[src/verilog/drt_consts.svh]
// Purpose: named constants of the dma request and termination block
// Assumes: included by the package and by the core
// Notes:   offsets are byte addresses on the register port
`ifndef DRT_CONSTS_SVH
`define DRT_CONSTS_SVH

// register offsets
`define DRT_OFF_MODE   8'h00
`define DRT_OFF_STATUS 8'h04
`define DRT_OFF_COUNT  8'h08
`define DRT_OFF_SRC    8'h0C
`define DRT_OFF_DST    8'h10
`define DRT_OFF_FC     8'h14

// request source selections
`define DRT_REQ_MAX    2'h0
`define DRT_REQ_LIM    2'h1
`define DRT_REQ_BURST  2'h2
`define DRT_REQ_STEAL  2'h3

// bandwidth share selections
`define DRT_BW_EIGHTH  2'h0
`define DRT_BW_QUARTER 2'h1
`define DRT_BW_HALF    2'h2
`define DRT_BW_3QUART  2'h3

// limited-rate window length in clocks, and its counter wrap value
`define DRT_WINDOW     11'h400
`define DRT_WIN_LAST   10'h3FF

// operand sizes in bytes and reset values
`define DRT_OP_BYTE    16'h0001
`define DRT_OP_WORD    16'h0002
`define DRT_PTR_STEP   24'h000001
`define DRT_MODE_RST   15'h0000
`define DRT_STAT_RST   4'h0
`define DRT_CNT_RST    16'h0000
`define DRT_PTR_RST    24'h000000
`define DRT_FC_RST     8'h00

`endif

[src/verilog/drt_pkg.sv]
// Purpose: types of the dma request and termination block
// Assumes: constants come from drt_consts.svh
// Notes:   packed struct field order fixes the register bit layout
`include "drt_consts.svh"
package drt_pkg;

  // channel sequencer states
  typedef enum logic [2:0] {
    DRT_IDLE = 3'h0,
    DRT_ARB  = 3'h1,
    DRT_RD   = 3'h2,
    DRT_WR   = 3'h3,
    DRT_HOLD = 3'h4
  } drt_fsm_t;

  // channel mode register, bit 0 is the go bit
  typedef struct packed {
    logic       dst_inc;
    logic       src_inc;
    logic       periph_pack;
    logic       periph_is_dest;
    logic       mem2mem;
    logic       word_op;
    logic       error_irq_enable;
    logic       normal_irq_enable;
    logic       end_on_side_sel;
    logic       bus_clear_mask;
    logic [1:0] bandwidth_limit_sel;
    logic [1:0] request_source_sel;
    logic       channel_go_bit;
  } drt_mode_t;

  // channel status register, write one to clear
  typedef struct packed {
    logic src_bus_fault_flag;
    logic dest_bus_fault_flag;
    logic external_end_flag;
    logic complete_flag;
  } drt_stat_t;

  // one bus cycle request to the system bus sequencer
  typedef struct packed {
    logic        write;
    logic [2:0]  fc;
    logic [23:0] addr;
  } drt_cyc_t;

  // whole state of the core
  typedef struct packed {
    drt_fsm_t    fsm;
    drt_mode_t   mode;
    drt_stat_t   stat;
    logic [15:0] bc;
    logic [23:0] src;
    logic [23:0] dst;
    logic [7:0]  fc;
    logic [9:0]  win;
    logic [10:0] used;
    logic        periph_request_in_m;
    logic        periph_request_in_s;
    logic        periph_request_in_p;
    logic        end_m;
    logic        end_s;
    logic        steal_pend;
    logic        await_ack;
    logic        burst_smp;
    logic        last_op;
    logic        ext_hit;
    logic        cidx;
    drt_cyc_t    cyc;
    logic        irq_n;
    logic        irq_e;
    logic [31:0] rdata;
  } drt_state_t;

endpackage

[src/verilog/drt_core.sv]
// Purpose: request generation, termination and programming of one dma channel
// Assumes: one 250 MHz clock, synchronous active-low reset, bus cycles run by an outside sequencer
// Notes:   request and block-end pins pass two flops before use
//
// Strobed register access and the register offsets were chosen for this implementation.
`timescale 1ns/1ps
`include "drt_consts.svh"
module drt_core (
  // clock and reset
  input  wire logic              clk,
  input  wire logic              rst_b,
  // register port
  input  wire logic [7:0]        reg_addr,
  input  wire logic [31:0]       reg_wdata,
  input  wire logic              reg_wr,
  input  wire logic              reg_rd,
  output logic [31:0]            reg_rdata,
  // system bus ownership and cycles
  output logic                   bus_req,
  input  wire logic              bus_grant,
  input  wire logic              ext_master_req,
  input  wire logic              core_irq_pend,
  output logic                   cyc_req,
  output drt_pkg::drt_cyc_t      cyc_out,
  input  wire logic              cyc_done,
  input  wire logic              cyc_err,
  // peripheral pins
  input  wire logic              periph_request_in,
  output logic                   periph_ack_out,
  input  wire logic              blk_end_in,
  output logic                   blk_end_out,
  output logic                   blk_end_oe,
  // pending-bit events to the interrupt controller
  output logic                   irq_normal,
  output logic                   irq_error
);

  drt_pkg::drt_state_t q;
  drt_pkg::drt_state_t s;

  logic        owned;
  logic        periph_side;
  logic        final_cyc;
  logic [15:0] op_bytes;
  logic [10:0] allot;
  logic        clear_now;
  logic        pend_idle;
  logic        pend_hold;
  logic        steal_edge;
  logic        end_drive;
  logic [15:0] bc_next;

  // decode of the current cycle, all from flops except the bus clear inputs ext_master_req and core_irq_pend
  always_comb begin
    owned       = (q.fsm == drt_pkg::DRT_RD) || (q.fsm == drt_pkg::DRT_WR);
    periph_side = !q.mode.mem2mem &&
                  ((q.fsm == drt_pkg::DRT_RD) ? !q.mode.periph_is_dest : q.mode.periph_is_dest);
    final_cyc   = !(periph_side && q.mode.periph_pack) || q.cidx;
    op_bytes    = q.mode.word_op ? `DRT_OP_WORD : `DRT_OP_BYTE;
    bc_next     = q.bc - op_bytes;
    clear_now   = ext_master_req || (core_irq_pend && q.mode.bus_clear_mask);
    steal_edge  = q.periph_request_in_s && !q.periph_request_in_p;
    unique case (q.mode.bandwidth_limit_sel)
      `DRT_BW_EIGHTH:  allot = `DRT_WINDOW >> 3;
      `DRT_BW_QUARTER: allot = `DRT_WINDOW >> 2;
      `DRT_BW_HALF:    allot = `DRT_WINDOW >> 1;
      `DRT_BW_3QUART:  allot = (`DRT_WINDOW >> 1) + (`DRT_WINDOW >> 2);
    endcase
  end

  // request pending; burst continuation uses the sample from the last peripheral cycle
  always_comb begin
    pend_idle = 1'b0;
    pend_hold = 1'b0;
    unique case (q.mode.request_source_sel)
      `DRT_REQ_MAX: begin
        pend_idle = 1'b1;
        pend_hold = 1'b1;
      end
      `DRT_REQ_LIM: begin
        pend_idle = q.used < allot;
        pend_hold = q.used < allot;
      end
      `DRT_REQ_BURST: begin
        pend_idle = q.periph_request_in_s;
        pend_hold = q.burst_smp;
      end
      `DRT_REQ_STEAL: begin
        pend_idle = q.steal_pend;
        pend_hold = q.steal_pend;
      end
    endcase
    pend_idle = pend_idle && q.mode.channel_go_bit;
    pend_hold = pend_hold && q.mode.channel_go_bit;
  end

  // next state
  always_comb begin
    s       = q;
    s.irq_n = 1'b0;
    s.irq_e = 1'b0;
    s.rdata = 32'h0000_0000;
    // pins pass two flops before anything reads them
    s.periph_request_in_m = periph_request_in;
    s.periph_request_in_s = q.periph_request_in_m;
    s.periph_request_in_p = q.periph_request_in_s;
    s.end_m  = blk_end_in;
    s.end_s  = q.end_m;
    // bandwidth window: usage restarts at every window edge
    s.win = q.win + 10'h001;
    if (q.win == `DRT_WIN_LAST) begin
      s.used = 11'h000;
    end else if (owned && (q.used != `DRT_WINDOW)) begin
      s.used = q.used + 11'h001;
    end
    // cycle-steal edge, only while go is set and no acknowledge is awaited
    if (q.mode.channel_go_bit && steal_edge && !q.await_ack) begin
      s.steal_pend = 1'b1;
    end
    if (periph_ack_out) begin
      s.await_ack = 1'b0;
    end
    // register writes; status clear first so a hardware set below wins
    if (reg_wr) begin
      unique case (reg_addr)
        `DRT_OFF_MODE:   s.mode = reg_wdata[14:0];
        `DRT_OFF_STATUS: s.stat = q.stat & ~reg_wdata[3:0];
        `DRT_OFF_COUNT:  if (!q.mode.channel_go_bit) s.bc = reg_wdata[15:0];
        `DRT_OFF_SRC:    if (!q.mode.channel_go_bit) s.src = reg_wdata[23:0];
        `DRT_OFF_DST:    if (!q.mode.channel_go_bit) s.dst = reg_wdata[23:0];
        `DRT_OFF_FC:     if (!q.mode.channel_go_bit) s.fc = reg_wdata[7:0];
        default:         ;
      endcase
    end
    // sequencer
    unique case (q.fsm)
      drt_pkg::DRT_IDLE: begin
        if (pend_idle && !clear_now) begin
          s.fsm = drt_pkg::DRT_ARB;
        end
      end
      drt_pkg::DRT_ARB: begin
        if (!pend_idle) begin
          s.fsm = drt_pkg::DRT_IDLE;
        end else if (bus_grant) begin
          s.fsm        = drt_pkg::DRT_RD;
          s.cidx       = 1'b0;
          s.last_op    = (q.bc == op_bytes);
          s.ext_hit    = 1'b0;
          s.steal_pend = 1'b0;
          s.await_ack  = !q.mode.mem2mem;                                  // memory-only operands never acknowledge
          s.cyc        = '{write: 1'b0, fc: q.fc[2:0], addr: q.src};
        end
      end
      drt_pkg::DRT_HOLD: begin
        if (pend_hold && !clear_now) begin
          s.fsm        = drt_pkg::DRT_RD;
          s.cidx       = 1'b0;
          s.last_op    = (q.bc == op_bytes);
          s.ext_hit    = 1'b0;
          s.steal_pend = 1'b0;
          s.await_ack  = !q.mode.mem2mem;
          s.cyc        = '{write: 1'b0, fc: q.fc[2:0], addr: q.src};
        end else begin
          s.fsm = drt_pkg::DRT_IDLE;
        end
      end
      drt_pkg::DRT_RD, drt_pkg::DRT_WR: begin
        if (cyc_err) begin
          // abort: any data read this operand is lost
          s.fsm                 = drt_pkg::DRT_IDLE;
          s.mode.channel_go_bit = 1'b0;
          s.stat.src_bus_fault_flag  = s.stat.src_bus_fault_flag || (q.fsm == drt_pkg::DRT_RD);
          s.stat.dest_bus_fault_flag = s.stat.dest_bus_fault_flag || (q.fsm == drt_pkg::DRT_WR);
          // an aborted operand would otherwise block steal requests for good
          s.await_ack           = 1'b0;
          s.irq_e               = q.mode.error_irq_enable;
        end else if (cyc_done) begin
          if (periph_side && final_cyc) begin
            s.burst_smp = q.periph_request_in_s;
          end
          if (periph_side && q.end_s) begin
            s.ext_hit = 1'b1;
          end
          if (!final_cyc) begin
            s.cidx     = 1'b1;
            s.cyc.addr = q.cyc.addr + `DRT_PTR_STEP;
          end else if (q.fsm == drt_pkg::DRT_RD) begin
            s.fsm  = drt_pkg::DRT_WR;
            s.cidx = 1'b0;
            s.cyc  = '{write: 1'b1, fc: q.fc[6:4], addr: q.dst};
          end else begin
            // operand complete: count moves in every case, each pointer only when its increment bit is set
            s.bc = bc_next;
            if (q.mode.src_inc) begin
              s.src = q.src + {8'h00, op_bytes};
            end
            if (q.mode.dst_inc) begin
              s.dst = q.dst + {8'h00, op_bytes};
            end
            if ((bc_next == `DRT_CNT_RST) || s.ext_hit) begin
              s.fsm                  = drt_pkg::DRT_IDLE;
              s.mode.channel_go_bit  = 1'b0;
              s.stat.complete_flag   = 1'b1;
              s.stat.external_end_flag = s.stat.external_end_flag || s.ext_hit;
              s.irq_n                = q.mode.normal_irq_enable;
            end else begin
              s.fsm = drt_pkg::DRT_HOLD;
            end
          end
        end
      end
      default: s.fsm = drt_pkg::DRT_IDLE;
    endcase
    // register read data, valid only in the cycle after the strobe
    if (reg_rd) begin
      unique case (reg_addr)
        `DRT_OFF_MODE:   s.rdata = {17'h00000, q.mode};
        `DRT_OFF_STATUS: s.rdata = {27'h0000000, owned, q.stat};
        `DRT_OFF_COUNT:  s.rdata = {16'h0000, q.bc};
        `DRT_OFF_SRC:    s.rdata = {8'h00, q.src};
        `DRT_OFF_DST:    s.rdata = {8'h00, q.dst};
        `DRT_OFF_FC:     s.rdata = {24'h000000, q.fc};
        default:         s.rdata = 32'h0000_0000;
      endcase
    end
  end

  // state register; reset loads constants only
  always_ff @(posedge clk) begin
    if (!rst_b) begin
      q <= '{fsm: drt_pkg::DRT_IDLE, mode: `DRT_MODE_RST, stat: `DRT_STAT_RST,
             bc: `DRT_CNT_RST, src: `DRT_PTR_RST, dst: `DRT_PTR_RST, fc: `DRT_FC_RST,
             cyc: '0, rdata: 32'h0000_0000, default: '0};
    end else begin
      q <= s;
    end
  end

  // outputs; block-end goes on the last cycle of the peripheral side, or of the side end_on_side_sel picks in memory to memory
  always_comb begin
    end_drive = owned && q.last_op && final_cyc &&
                (q.mode.mem2mem ? ((q.fsm == drt_pkg::DRT_WR) == q.mode.end_on_side_sel)
                                : periph_side);
  end
  assign reg_rdata      = q.rdata;
  assign bus_req        = (q.fsm != drt_pkg::DRT_IDLE);
  assign cyc_req        = owned;
  assign cyc_out        = q.cyc;
  assign periph_ack_out = owned && periph_side;
  assign blk_end_out    = end_drive;
  assign blk_end_oe     = end_drive;
  assign irq_normal     = q.irq_n;
  assign irq_error      = q.irq_e;

  // checks
  property p_go_gate;
    @(posedge clk) disable iff (!rst_b)
      (q.fsm == drt_pkg::DRT_IDLE && !q.mode.channel_go_bit) |=> (q.fsm == drt_pkg::DRT_IDLE);
  endproperty
  a_go_gate: assert property (p_go_gate) else $error("channel left idle with go clear");

  property p_max_rate;
    @(posedge clk) disable iff (!rst_b)
      (q.fsm == drt_pkg::DRT_HOLD && q.mode.channel_go_bit && !clear_now &&
       q.mode.request_source_sel == `DRT_REQ_MAX) |=> (q.fsm == drt_pkg::DRT_RD);
  endproperty
  a_max_rate: assert property (p_max_rate) else $error("maximum rate did not continue");

  property p_lim_stop;
    @(posedge clk) disable iff (!rst_b)
      (q.mode.request_source_sel == `DRT_REQ_LIM && q.used >= allot && q.win != `DRT_WIN_LAST &&
       (q.fsm == drt_pkg::DRT_IDLE || q.fsm == drt_pkg::DRT_HOLD)) |=> (q.fsm == drt_pkg::DRT_IDLE);
  endproperty
  a_lim_stop: assert property (p_lim_stop) else $error("share exceeded");

  property p_window;
    @(posedge clk) disable iff (!rst_b)
      (q.win == `DRT_WIN_LAST) |=> (q.used == 11'h000 && q.win == 10'h000);
  endproperty
  a_window: assert property (p_window) else $error("window did not restart");

  property p_ack;
    @(posedge clk) disable iff (!rst_b)
      periph_ack_out |-> (cyc_req && !q.mode.mem2mem && bus_req);
  endproperty
  a_ack: assert property (p_ack) else $error("acknowledge outside peripheral cycle");

  property p_steal_ignore;
    @(posedge clk) disable iff (!rst_b)
      (q.await_ack && !q.steal_pend && !periph_ack_out) |=> !q.steal_pend;
  endproperty
  a_steal_ignore: assert property (p_steal_ignore) else $error("steal edge taken before acknowledge");

  property p_release;
    @(posedge clk) disable iff (!rst_b)
      (q.fsm == drt_pkg::DRT_HOLD && (!q.mode.channel_go_bit || clear_now)) |=> !cyc_req ##1 1'b1;
  endproperty
  a_release: assert property (p_release) else $error("bus kept after stop or clear");

  property p_count_end;
    @(posedge clk) disable iff (!rst_b)
      (q.fsm == drt_pkg::DRT_WR && cyc_done && !cyc_err && final_cyc && q.bc == op_bytes && !reg_wr)
      |=> (!q.mode.channel_go_bit && q.fsm == drt_pkg::DRT_IDLE && q.bc == `DRT_CNT_RST &&
           irq_normal == $past(q.mode.normal_irq_enable));
  endproperty
  a_count_end: assert property (p_count_end) else $error("count end not handled");

  property p_bus_err;
    @(posedge clk) disable iff (!rst_b)
      (owned && cyc_err && !reg_wr) |=> (!q.mode.channel_go_bit && !cyc_req &&
        irq_error == $past(q.mode.error_irq_enable) &&
        (q.stat.src_bus_fault_flag || q.stat.dest_bus_fault_flag));
  endproperty
  a_bus_err: assert property (p_bus_err) else $error("bus error not handled");

  property p_end_line;
    @(posedge clk) disable iff (!rst_b)
      blk_end_oe |-> (q.last_op && cyc_req && blk_end_out);
  endproperty
  a_end_line: assert property (p_end_line) else $error("block-end outside last operand");

  // main scenarios
  c_burst: cover property (@(posedge clk) disable iff (!rst_b)
    q.mode.request_source_sel == `DRT_REQ_BURST && q.fsm == drt_pkg::DRT_HOLD ##1 q.fsm == drt_pkg::DRT_RD);
  c_steal: cover property (@(posedge clk) disable iff (!rst_b)
    q.mode.request_source_sel == `DRT_REQ_STEAL && periph_ack_out && steal_edge);
  c_ext_end: cover property (@(posedge clk) disable iff (!rst_b) q.stat.external_end_flag && irq_normal);
  c_err: cover property (@(posedge clk) disable iff (!rst_b) irq_error);

endmodule

[config.mk]
export PLATFORM = sky130hd
export DESIGN_NAME = drt_core
export DESIGN_NICKNAME = d
export VERILOG_FILES = /design/src/verilog/drt_pkg.sv /design/src/verilog/drt_core.sv
export VERILOG_INCLUDE_DIRS = /design/src /design/src/verilog
export SDC_FILE = /design/constraint.sdc
export NUM_CORES = 1
export LEC_CHECK = 0
export ABC_AREA = 1
export BUFFER_PORTS_ARGS = -buffer_cell sky130_fd_sc_hd__buf_2
export CORE_MARGIN = 2
export CORE_UTILIZATION = 55
export CTS_CLUSTER_SIZE = 28
export DETAILED_ROUTE_END_ITERATION = 16
export PLACE_DENSITY = 0.75
export SYNTH_ARGS = -nofsm -noshare
export SYNTH_HDL_FRONTEND = slang
export SYNTH_SLANG_ARGS = --single-unit
[constraint.sdc]
create_clock -name clk -period 3.2 [get_ports clk]
set_input_delay 0.32 -clock clk [delete_from_list [all_inputs] [get_ports clk]]
set_output_delay 0.32 -clock clk [all_outputs]
set_load 0.005 [all_outputs]
== After elaboration in Yosys (flattened, before gate mapping) ==
Cells that the tools add are included.

* Bits in registers: 188
* Output and inout bits: 67

* $add $sub $neg: 6
* Order comparisons: 1
* Eq/ne operators: 31
* Multiplexer cells: 68
* Bitwise logic cells: 9
* Reduce and logical (&&, ||, !) cells: 51

{| class="wikitable"
|+ Operators with widths
! operator !! number
|-
| 2-to-1 mux 66 bit || 4
|-
| 2-to-1 mux 24 bit || 7
|-
| 2-to-1 mux 31 bit || 5
|-
| one-hot mux 24 bit (6 select lines) || 1
|-
| one-hot mux 30 bit (3 select lines) || 1
|-
| 2-to-1 mux 77 bit || 1
|-
| 2-to-1 mux 69 bit || 1
|-
| adder 24 x 2 -> 24 bit || 2
|-
| one-hot mux 11 bit (4 select lines) || 1
|-
| 2-to-1 mux 16 bit || 2
|-
| 2-to-1 mux 29 bit || 1
|-
| adder 24 x 1 -> 24 bit, second input constant || 1
|-
| 2-to-1 mux 3 bit || 8
|-
| 2-to-1 mux 1 bit || 19
|-
| logical AND 1 bit || 17
|-
| equality test 16 x 2 -> 1 bit || 1
|-
| equality test 8 x 4 -> 1 bit, second input constant || 2
|-
| equality test 8 x 5 -> 1 bit, second input constant || 2
|-
| logical NOT 16 bit || 1
|-
| 2-to-1 mux 8 bit || 2
|-
| inequality test 2 bit, second input constant || 8
|-
| subtractor 16 x 2 -> 16 bit || 1
|-
| 2-to-1 mux 2 bit || 7
|-
| inequality test 3 bit, second input constant || 4
|-
| other kinds (35) || 67
|}

== Depth between registers and ports, before layout ==
Gate-level depths: netlist of the first run.

* Word-level depth: 15
* Depth in mapped cells: 17
* Gate-level depth less buffers: 17

== Worst setup path after synthesis of the first run ==
OpenSTA, ideal clock, no wires.

* Path type: register to register
* Start: register q[179] in the netlist's numbering
* End: register q[118] in the netlist's numbering
* Arrival: 2.304 ns
* Path slack: 0.827 ns
* Stages on the path, launching flop included: 13
* Path buffers: 0
* Period minus slack after synthesis: 2.373 ns
* Path through: dfxtp_1 > inv_1 > ha_1 > inv_1 > fa_1 > nor3_1 > nand3_1 > nor2_1 > nand2_1 > nor2_1 > nand2_1 > xor2_1 > a21oi_1

* Longest elaborated chain between the ends: 8

{| class="wikitable"
|+ RTL lines
! item !! RTL line !! RTL
|-
| start, declared || drt_core.sv:38 || <nowiki>drt_pkg::drt_state_t q;</nowiki>
|-
| start signal, assigned || drt_core.sv:232 || <nowiki>q <= '{fsm: drt_pkg::DRT_IDLE, mode: `DRT_MODE_RST, stat: `DRT_STAT_RST,</nowiki>
|-
| start signal, assigned || drt_core.sv:236 || <nowiki>q <= s;</nowiki>
|-
| 2-to-1 mux 2 bit (no line) || - ||
|-
| adder 24 x 2 -> 24 bit || drt_core.sv:199 || <nowiki>s.dst = q.dst + {8'h00, op_bytes};</nowiki>
|-
| 2-to-1 mux 24 bit || drt_core.sv:198 || <nowiki>if (q.mode.dst_inc) begin</nowiki>
|-
| 2-to-1 mux 66 bit || drt_core.sv:188 || <nowiki>end else if (q.fsm == drt_pkg::DRT_RD) begin</nowiki>
|-
| 2-to-1 mux 66 bit || drt_core.sv:185 || <nowiki>if (!final_cyc) begin</nowiki>
|-
| 2-to-1 mux 66 bit || drt_core.sv:178 || <nowiki>end else if (cyc_done) begin</nowiki>
|-
| 2-to-1 mux 66 bit || drt_core.sv:169 || <nowiki>if (cyc_err) begin</nowiki>
|-
| 2-to-1 mux 69 bit || drt_core.sv:136 || <nowiki>unique case (q.fsm)</nowiki>
|}

No other way between the ends.
A chain may end at the register's enable or synchronous reset.

== Worst setup path after layout of the first run ==
Same ends and word-level chain as after synthesis.

==> reports/summary.md, run 1 <==
- status: complete, no violations
- Post-Route WL: 35.8 mm
- leftover overflow at the end of global routing: 0
- count of final max-slew check failures: 0
- end point of the critical path: q[118]
- Clock Tree Root: clkbuf_16
- net count of the finished layout: 1835
- DR WL/cell: 17.4 um
- Post-Syn Instances: 1745
- number of vias after detailed routing: 11.6k
- Clock Latency Late Sink: 0.44 ns
- cts-stage hold buffer count: 0
- row count: 52
- average via count per standard cell: 5.67
- placed instance area: 11600 sq um
- CP Buf/Inv Count: 2
- crit share post-route: 82.7%
- Worst R2R End: q[118]
- floorplan die height: 147 um
- maximum root-to-sink buffer count: 2
- series of cell instances along the critical path: inv_1 -> ha_1 -> inv_1 -> fa_1 -> nor3_1 -> nand3_1 -> nor2_1 -> nand2_1 -> nor2_1 -> nand2_1 -> xor2_1 -> a21oi_1
- worst supply voltage drop on vdd: 0.000363 V
- synthesized area per cell: 6.46 sq um
- Total Die Area: 21700 sq um
- number of enable-type register cells in the synthesized netlist: 0
- CP endpoint kind: flip-flop
- launching element of the worst setup path: q[179]
- highest attainable clock frequency: 378 MHz
- required time of the worst setup path: 3.52 ns
- first-pass iteration count of the detailed router: 9
- # H-tree levels: 4
- critical path launch point type: flip-flop
- CTS resizes: 0
- Synth Warn #: 0
- endpoint arrival time on the critical path: 2.97 ns
- Relative slew margins: 32.3%
- Synth async-reset ratio: 0%
- number of stages on the worst setup path: 12
- number of DRC markers in iteration 0: 1295
- final weighted congestion in routability-driven placement: 0.995
- pin count of the biggest net entering global routing: 73
- number of synthesized register bits: 180
- antenna violations before repair: 1
- reg2reg path depth: 12
- total of endpoints with negative setup slack in the final report: 0
- area of the mapped netlist: 11300 sq um
- register-to-register setup slack: 0.55 ns
- TritonCTS buffer count: 17
- Total GRT Usage: 32.7%
- Synth Flop Type: dfxtp_1
- clock-pin slew reported for the worst setup and hold paths after clock tree synthesis: 0.07 ns
- family with the most delay on the worst path: simple AND/OR/NAND/NOR gates
- leakage component of the power: 5.10 nW
- setup TNS after final layout: 0 ns
- Die X-Extent: 147 um
- worst setup path category: flip-flop to flip-flop
- proportion of layout cells with a drive suffix above 1: 11.2%
- Final min period: 2.65 ns
- crit path max-delay cell type: fa_1
- post-CTS setup buffer count: 0
- RSZ-0062 raised after global routing: no
- maximum clock skew at final layout: 0.0119 ns
- Post-Layout Inst Area: 12200 sq um
- final hold vios: 0
- Initial Utilization: 55.9%
- Distinct cells, synth: 53
- # clock sinks: 180
- Synth-to-Final Area Change: 7.82%
- CTS tree: built
- Worst path max stage delay: 0.42 ns
- number of nets still failing antenna checks after routing: 0
- estimated wirelength of the detail-placed design: 26.6 mm
- wire length of the first global-routing pass: 55.8 mm
- count of port buffers added during placement: 101
- portion of the post-synthesis area used by sequential elements: 32.0%
- vias in the first global route: 10.4k
- max-cap violations: 0
- I/O Pins: 118
- transition time at the pin with the least slew margin: 1.01 ns
- Tightest Hold Check Type: input pin to flip-flop
- hold depth: 3
- Max Fanout on Critical Path: 7
- worst reg2reg startpoint: q[179]
- CORE AREA: 20200 sq um
- total power density per cell area: 570 nW/um^2
- DRC viols: 0
==> worst min-delay path: stages <==
cell     delay (ns)
buf_2          0.07
nand2_1        0.04
inv_1          0.04
==> sequential cells by signal, summed over array words and instances, names as in the netlist <==
register	count
reg_rdata	24
irq_normal	1
irq_error	1
cyc_out	28
q	126
==> synthesized netlist by cell type (all sizes together) (2+ instances only) <==
cell / count / area [sq um]
a211oi: 6 / 45.0
a21o: 2 / 15.0
a21oi: 128 / 644
a221oi: 4 / 35.0
a22oi: 10 / 75.1
a311oi: 2 / 23.8
a31oi: 13 / 96.3
a41oi: 7 / 61.3
buf: 89 / 623
clkbuf: 39 / 146
clkinv: 2 / 7.51
dfxtp: 180 / 3600
fa: 3 / 60.1
ha: 12 / 150
inv: 219 / 825
nand2: 423 / 1630
nand3: 76 / 395
nand4: 32 / 200
nor2: 193 / 797
nor3: 46 / 246
nor3b: 2 / 15.0
nor4: 11 / 68.8
o21ai: 152 / 772
o22ai: 27 / 169
o31ai: 4 / 30.0
xnor2: 4 / 35.0
xor2: 52 / 455
==> per-stage QoR <==
step | worst slack (ns) | total power, mW | hold slack, ns | util (%) | cells
after CTS | 0.606 | 6.93 | 0.0587 | 60.2 | 2052
after floorplan | 0.827 | 4.47 | 0.390 | - | 1752
after detailed placement | 0.637 | 4.81 | 0.405 | 57.3 | 2020
after global routing | 0.298 | 7.36 | 0.0746 | 60.2 | 2052
final | 0.555 | 6.93 | 0.0666 | 60.3 | 2054
after global placement | 0.658 | 4.78 | 0.405 | 57.3 | 2020
==> cell type report <==
class,instances,area [sq um]
Antenna cell,2,5.00
Clock buffer,17,425
Clock inverter,15,164
Fill cell,1954,8010
Inverter,221,832
Multi-Input combinational cell,1223,6090
Sequential cell,180,3600
Tap cell,270,338
Timing Repair Buffer,126,693
==> where the power goes <==
part | switching (mW) | internal (mW) | total (mW)
registers | 0.299 | 2.48 | 2.78
logic | 1.30 | 0.715 | 2.02
clock network | 1.02 | 1.11 | 2.13
total | 2.62 | 4.31 | 6.93
==> per-layer routing <==
| metal | track usage, % | routed length [um] |
|---|---|---|
| met4 | 12.0 | 1270 |
| met5 | 0 | 0 |
| met1 | 45.5 | 15100 |
| met3 | 6.77 | 3850 |
| met2 | 50.3 | 15500 |
==> cells by family (layout without fill, tap and decap cells) <==
| family | Yosys count | after routing | synth area share, % |
|---|---|---|---|
| AO/OA/AOI/OAI | 358 | 358 | 17.7 |
| XOR/XNOR | 56 | 56 | 4.35 |
| adder cells (fa/ha/maj) | 15 | 15 | 1.86 |
| buffers and inverters | 349 | 379 | 14.2 |
| flip-flops | 180 | 180 | 32.0 |
| multiplexers | 1 | 1 | 0.0888 |
| other | 1 | 10 | 0.0333 |
| AND/OR/NAND/NOR | 785 | 785 | 29.8 |
==> cell usage in the layout (no fill, tap or decap), types with 4 or more instances in the layout <==
master	n
nand2_1	417
inv_1	206
nor2_1	181
dfxtp_1	180
o21ai_0	129
a21oi_1	127
buf_2	101
nand3_1	73
xor2_1	52
nor3_1	44
nand4_1	32
o22ai_1	27
buf_4	25
o21ai_1	22
clkbuf_16	17
inv_2	12
a31oi_1	12
ha_1	12
nor4_1	11
a22oi_1	10
conb_1	8
nor2_2	7
a41oi_1	7
a211oi_1	6
clkinvlp_4	5
o31ai_1	4
xnor2_1	4
a221oi_1	4
inv_8	4
inv_6	4
==> worst min path at each step <==
stage,startpoint,slack [ns],to
floorplan,q[69],0.39,q[68]
global placement,q[72],0.40,q[71]
detailed placement,q[69],0.41,q[68]
CTS,blk_end_in,0.06,q[69]
global route,blk_end_in,0.07,q[69]
finish,periph_request_in,0.07,q[72]
Power figures use the tool's default switching activity.
==> inputs of run 2 (changes only) <==
--- a/config.mk
+++ b/config.mk
@@ -9,10 +9,10 @@
 export ABC_AREA = 1
 export BUFFER_PORTS_ARGS = -buffer_cell sky130_fd_sc_hd__buf_2
 export CORE_MARGIN = 2
-export CORE_UTILIZATION = 55
+export CORE_UTILIZATION = 54
 export CTS_CLUSTER_SIZE = 28
 export DETAILED_ROUTE_END_ITERATION = 16
-export PLACE_DENSITY = 0.75
+export PLACE_DENSITY = 0.77
 export SYNTH_ARGS = -nofsm -noshare
 export SYNTH_HDL_FRONTEND = slang
 export SYNTH_SLANG_ARGS = --single-unit
==> constraint.sdc (replaced) <==
create_clock -name clk -period 2.22 [get_ports clk]
set_input_delay 0.222 -clock clk [delete_from_list [all_inputs] [get_ports clk]]
set_output_delay 0.222 -clock clk [all_outputs]
set_load 0.005 [all_outputs]
==> run 2 against run 1 <==
  * Hold slack got worse by 0.0075 ns
  * Clock skew increased by 0.0046 ns
  * Total power increased by 46%
  * Die area increased by 1.8%
  * Maximum frequency increased by 20%
  * Sequential share of layout area decreased by 1.3 points
  * Sequential power increased by 44%
  * Sequential cell count unchanged
  * Register-to-register slack got worse by 0.54 ns
  * Setup slack got worse by 0.54 ns
  * Cell area increased by 4.6%
  * First-iteration DRC count increased by 1.2%
  * Highest routed layer unchanged
==> reports/summary.md, run 2 (synthesis results as in run 1) <==
- Top reg by flops: q, unchanged
- row count: 52, unchanged
- floorplan die height: 148 um, was 147 um
- # clock sinks: 180, unchanged
- worst supply voltage drop on vdd: 0.000684 V, was 0.000363 V
- total power density per cell area: 797 nW/um^2, was 570 nW/um^2
- maximum clock skew at final layout: 0.0165 ns, was 0.0119 ns
- Max Fanout on Critical Path: 5, was 7
- proportion of layout cells with a drive suffix above 1: 15.6%, was 11.2%
- critical path launch point type: flip-flop, unchanged
- number of vias after detailed routing: 11.9k, was 11.6k
- Relative slew margins: 57.9%, was 32.3%
- Initial Utilization: 55.4%, was 55.9%
- clock-pin slew reported for the worst setup and hold paths after clock tree synthesis: 0.08 ns, was 0.07 ns
- antenna fix cells: 0, was 2
- final hold vios: 0, unchanged
- Final min period: 2.21 ns, was 2.65 ns
- CTS tree: built, unchanged
- DRC viols: 0, unchanged
- highest attainable clock frequency: 453 MHz, was 378 MHz
- worst setup path category: flip-flop to flip-flop, unchanged
- CORE AREA: 20400 sq um, was 20200 sq um
- CP endpoint kind: flip-flop, unchanged
- first-pass iteration count of the detailed router: 8, was 9
- count of port buffers added during placement: 101, unchanged
- number of DRC markers in iteration 0: 1310, was 1295
- count of final max-slew check failures: 0, unchanged
- Synth-to-Final Area Change: 12.8%, was 7.82%
- final weighted congestion in routability-driven placement: 0.980, was 0.995
- setup slack after placement: -0.105 ns, was 0.637 ns
- endpoint arrival time on the critical path: 2.58 ns, was 2.97 ns
- max-cap violations: 0, unchanged
- status: complete, no violations, unchanged
- Die X-Extent: 148 um, was 147 um
- Clock Latency Late Sink: 0.45 ns, was 0.44 ns
- wire length of the first global-routing pass: 57.0 mm, was 55.8 mm
- maximum root-to-sink buffer count: 2, unchanged
- average via count per standard cell: 5.69, was 5.67
- leakage component of the power: 5.36 nW, was 5.10 nW
- Post-Route WL: 36.9 mm, was 35.8 mm
- core utilization of the finished layout: 62.5%, was 60.3%
- final worst-path setup slack: 0.0134 ns, was 0.555 ns
- required time of the worst setup path: 2.59 ns, was 3.52 ns
- TritonCTS buffer count: 17, unchanged
- commonest cells after routing, fill and taps aside: nand2_1, inv_1, dfxtp_1, was nand2_1, inv_1, nor2_1
- number of nets still failing antenna checks after routing: 0, unchanged
- I/O Pins: 118, unchanged
- antenna violations before repair: 0, was 1
- net count of the finished layout: 1877, was 1835
- max reg flops: 126, unchanged
- transition time at the pin with the least slew margin: 0.631 ns, was 1.01 ns
- estimated wirelength of the detail-placed design: 27.3 mm, was 26.6 mm
- vias in the first global route: 10.5k, was 10.4k
- pin count of the biggest net entering global routing: 111, was 73
- DR WL/cell: 17.6 um, was 17.4 um
- crit share post-route: 99.4%, was 82.7%
- RSZ-0062 raised after global routing: yes, was no
- leftover overflow at the end of global routing: 0, unchanged
- Clock Tree Root: clkbuf_16, unchanged
- Total Die Area: 22000 sq um, was 21700 sq um
- Tightest Hold Check Type: input pin to flip-flop, unchanged
- total of endpoints with negative setup slack in the final report: 0, unchanged
- Total GRT Usage: 33.0%, was 32.7%
- # H-tree levels: 4, unchanged
- most common library cell in the layout ignoring fill and taps: nand2_1, unchanged
- setup TNS after final layout: 0 ns, unchanged
[run 2: per-stage QoR]
stage	power, mW	instances	instance area, sq um	hold WS [ns]
after floorplan	6.44	1752	11300	0.320
after global placement	6.98	2052	11800	0.409
after detailed placement	7.02	2052	11800	0.403
after CTS	10.1	2091	12500	0.0577
after global routing	10.8	2094	12700	0.0713
final	10.1	2094	12700	0.0592
[run 2: critical path, stage by stage (launching register included)]
cell and delay [ns]:
dfxtp_2 0.36, inv_4 0.06, buf_4 0.12, buf_4 0.12
fa_2 0.38, nor3_4 0.28, nand3_2 0.16, nor2_4 0.13
nand2_1 0.08, nor2_1 0.09, nand2_1 0.07, xor2_1 0.15
a21oi_1 0.14
[run 2: final cells by class]
class	count	area, sq um
Multi-Input combinational cell	1223	6290
Sequential cell	180	3610
Clock buffer	21	460
Clock inverter	11	116
Inverter	221	843
Timing Repair Buffer	168	1060
Tap cell	270	338
Fill cell	1934	7650
[run 2: where the power goes]
group	internal [mW]	switching, mW
Combinational	1.16	1.94
Sequential	3.58	0.411
Clock	1.63	1.42
Total	6.38	3.76
[run 2: repair_timing]
item / CTS / global route
endpoints found under the setup margin: 10 / 47
hold endpoints to repair: 2 / 0
setup buffers: 5 / 3
pin swaps: 6 / 20
hold buffers: 2 / 0
resized for setup: 9 / 54
[run 2: path summary, 6_finish.rpt]
| check | from | end | slack [ns] | cells after the start |
|---|---|---|---|---|
| setup reg to reg | q[179] | q[118] | 0.01 | 12 |
| setup / recovery | q[179] | q[118] | 0.01 | 12 |
| hold reg to reg | q[69] | q[68] | 0.43 | 2 |
| hold / removal | reg_wdata[14] | q[184] | 0.06 | 3 |
[run 2: metal layers]
metal	track usage, %	part of all wire, %	routed length, um
met1	46.4	42	15400
met2	51.0	44	16200
met3	5.64	11	3870
met4	12.5	3.6	1340
met5	0	0	0
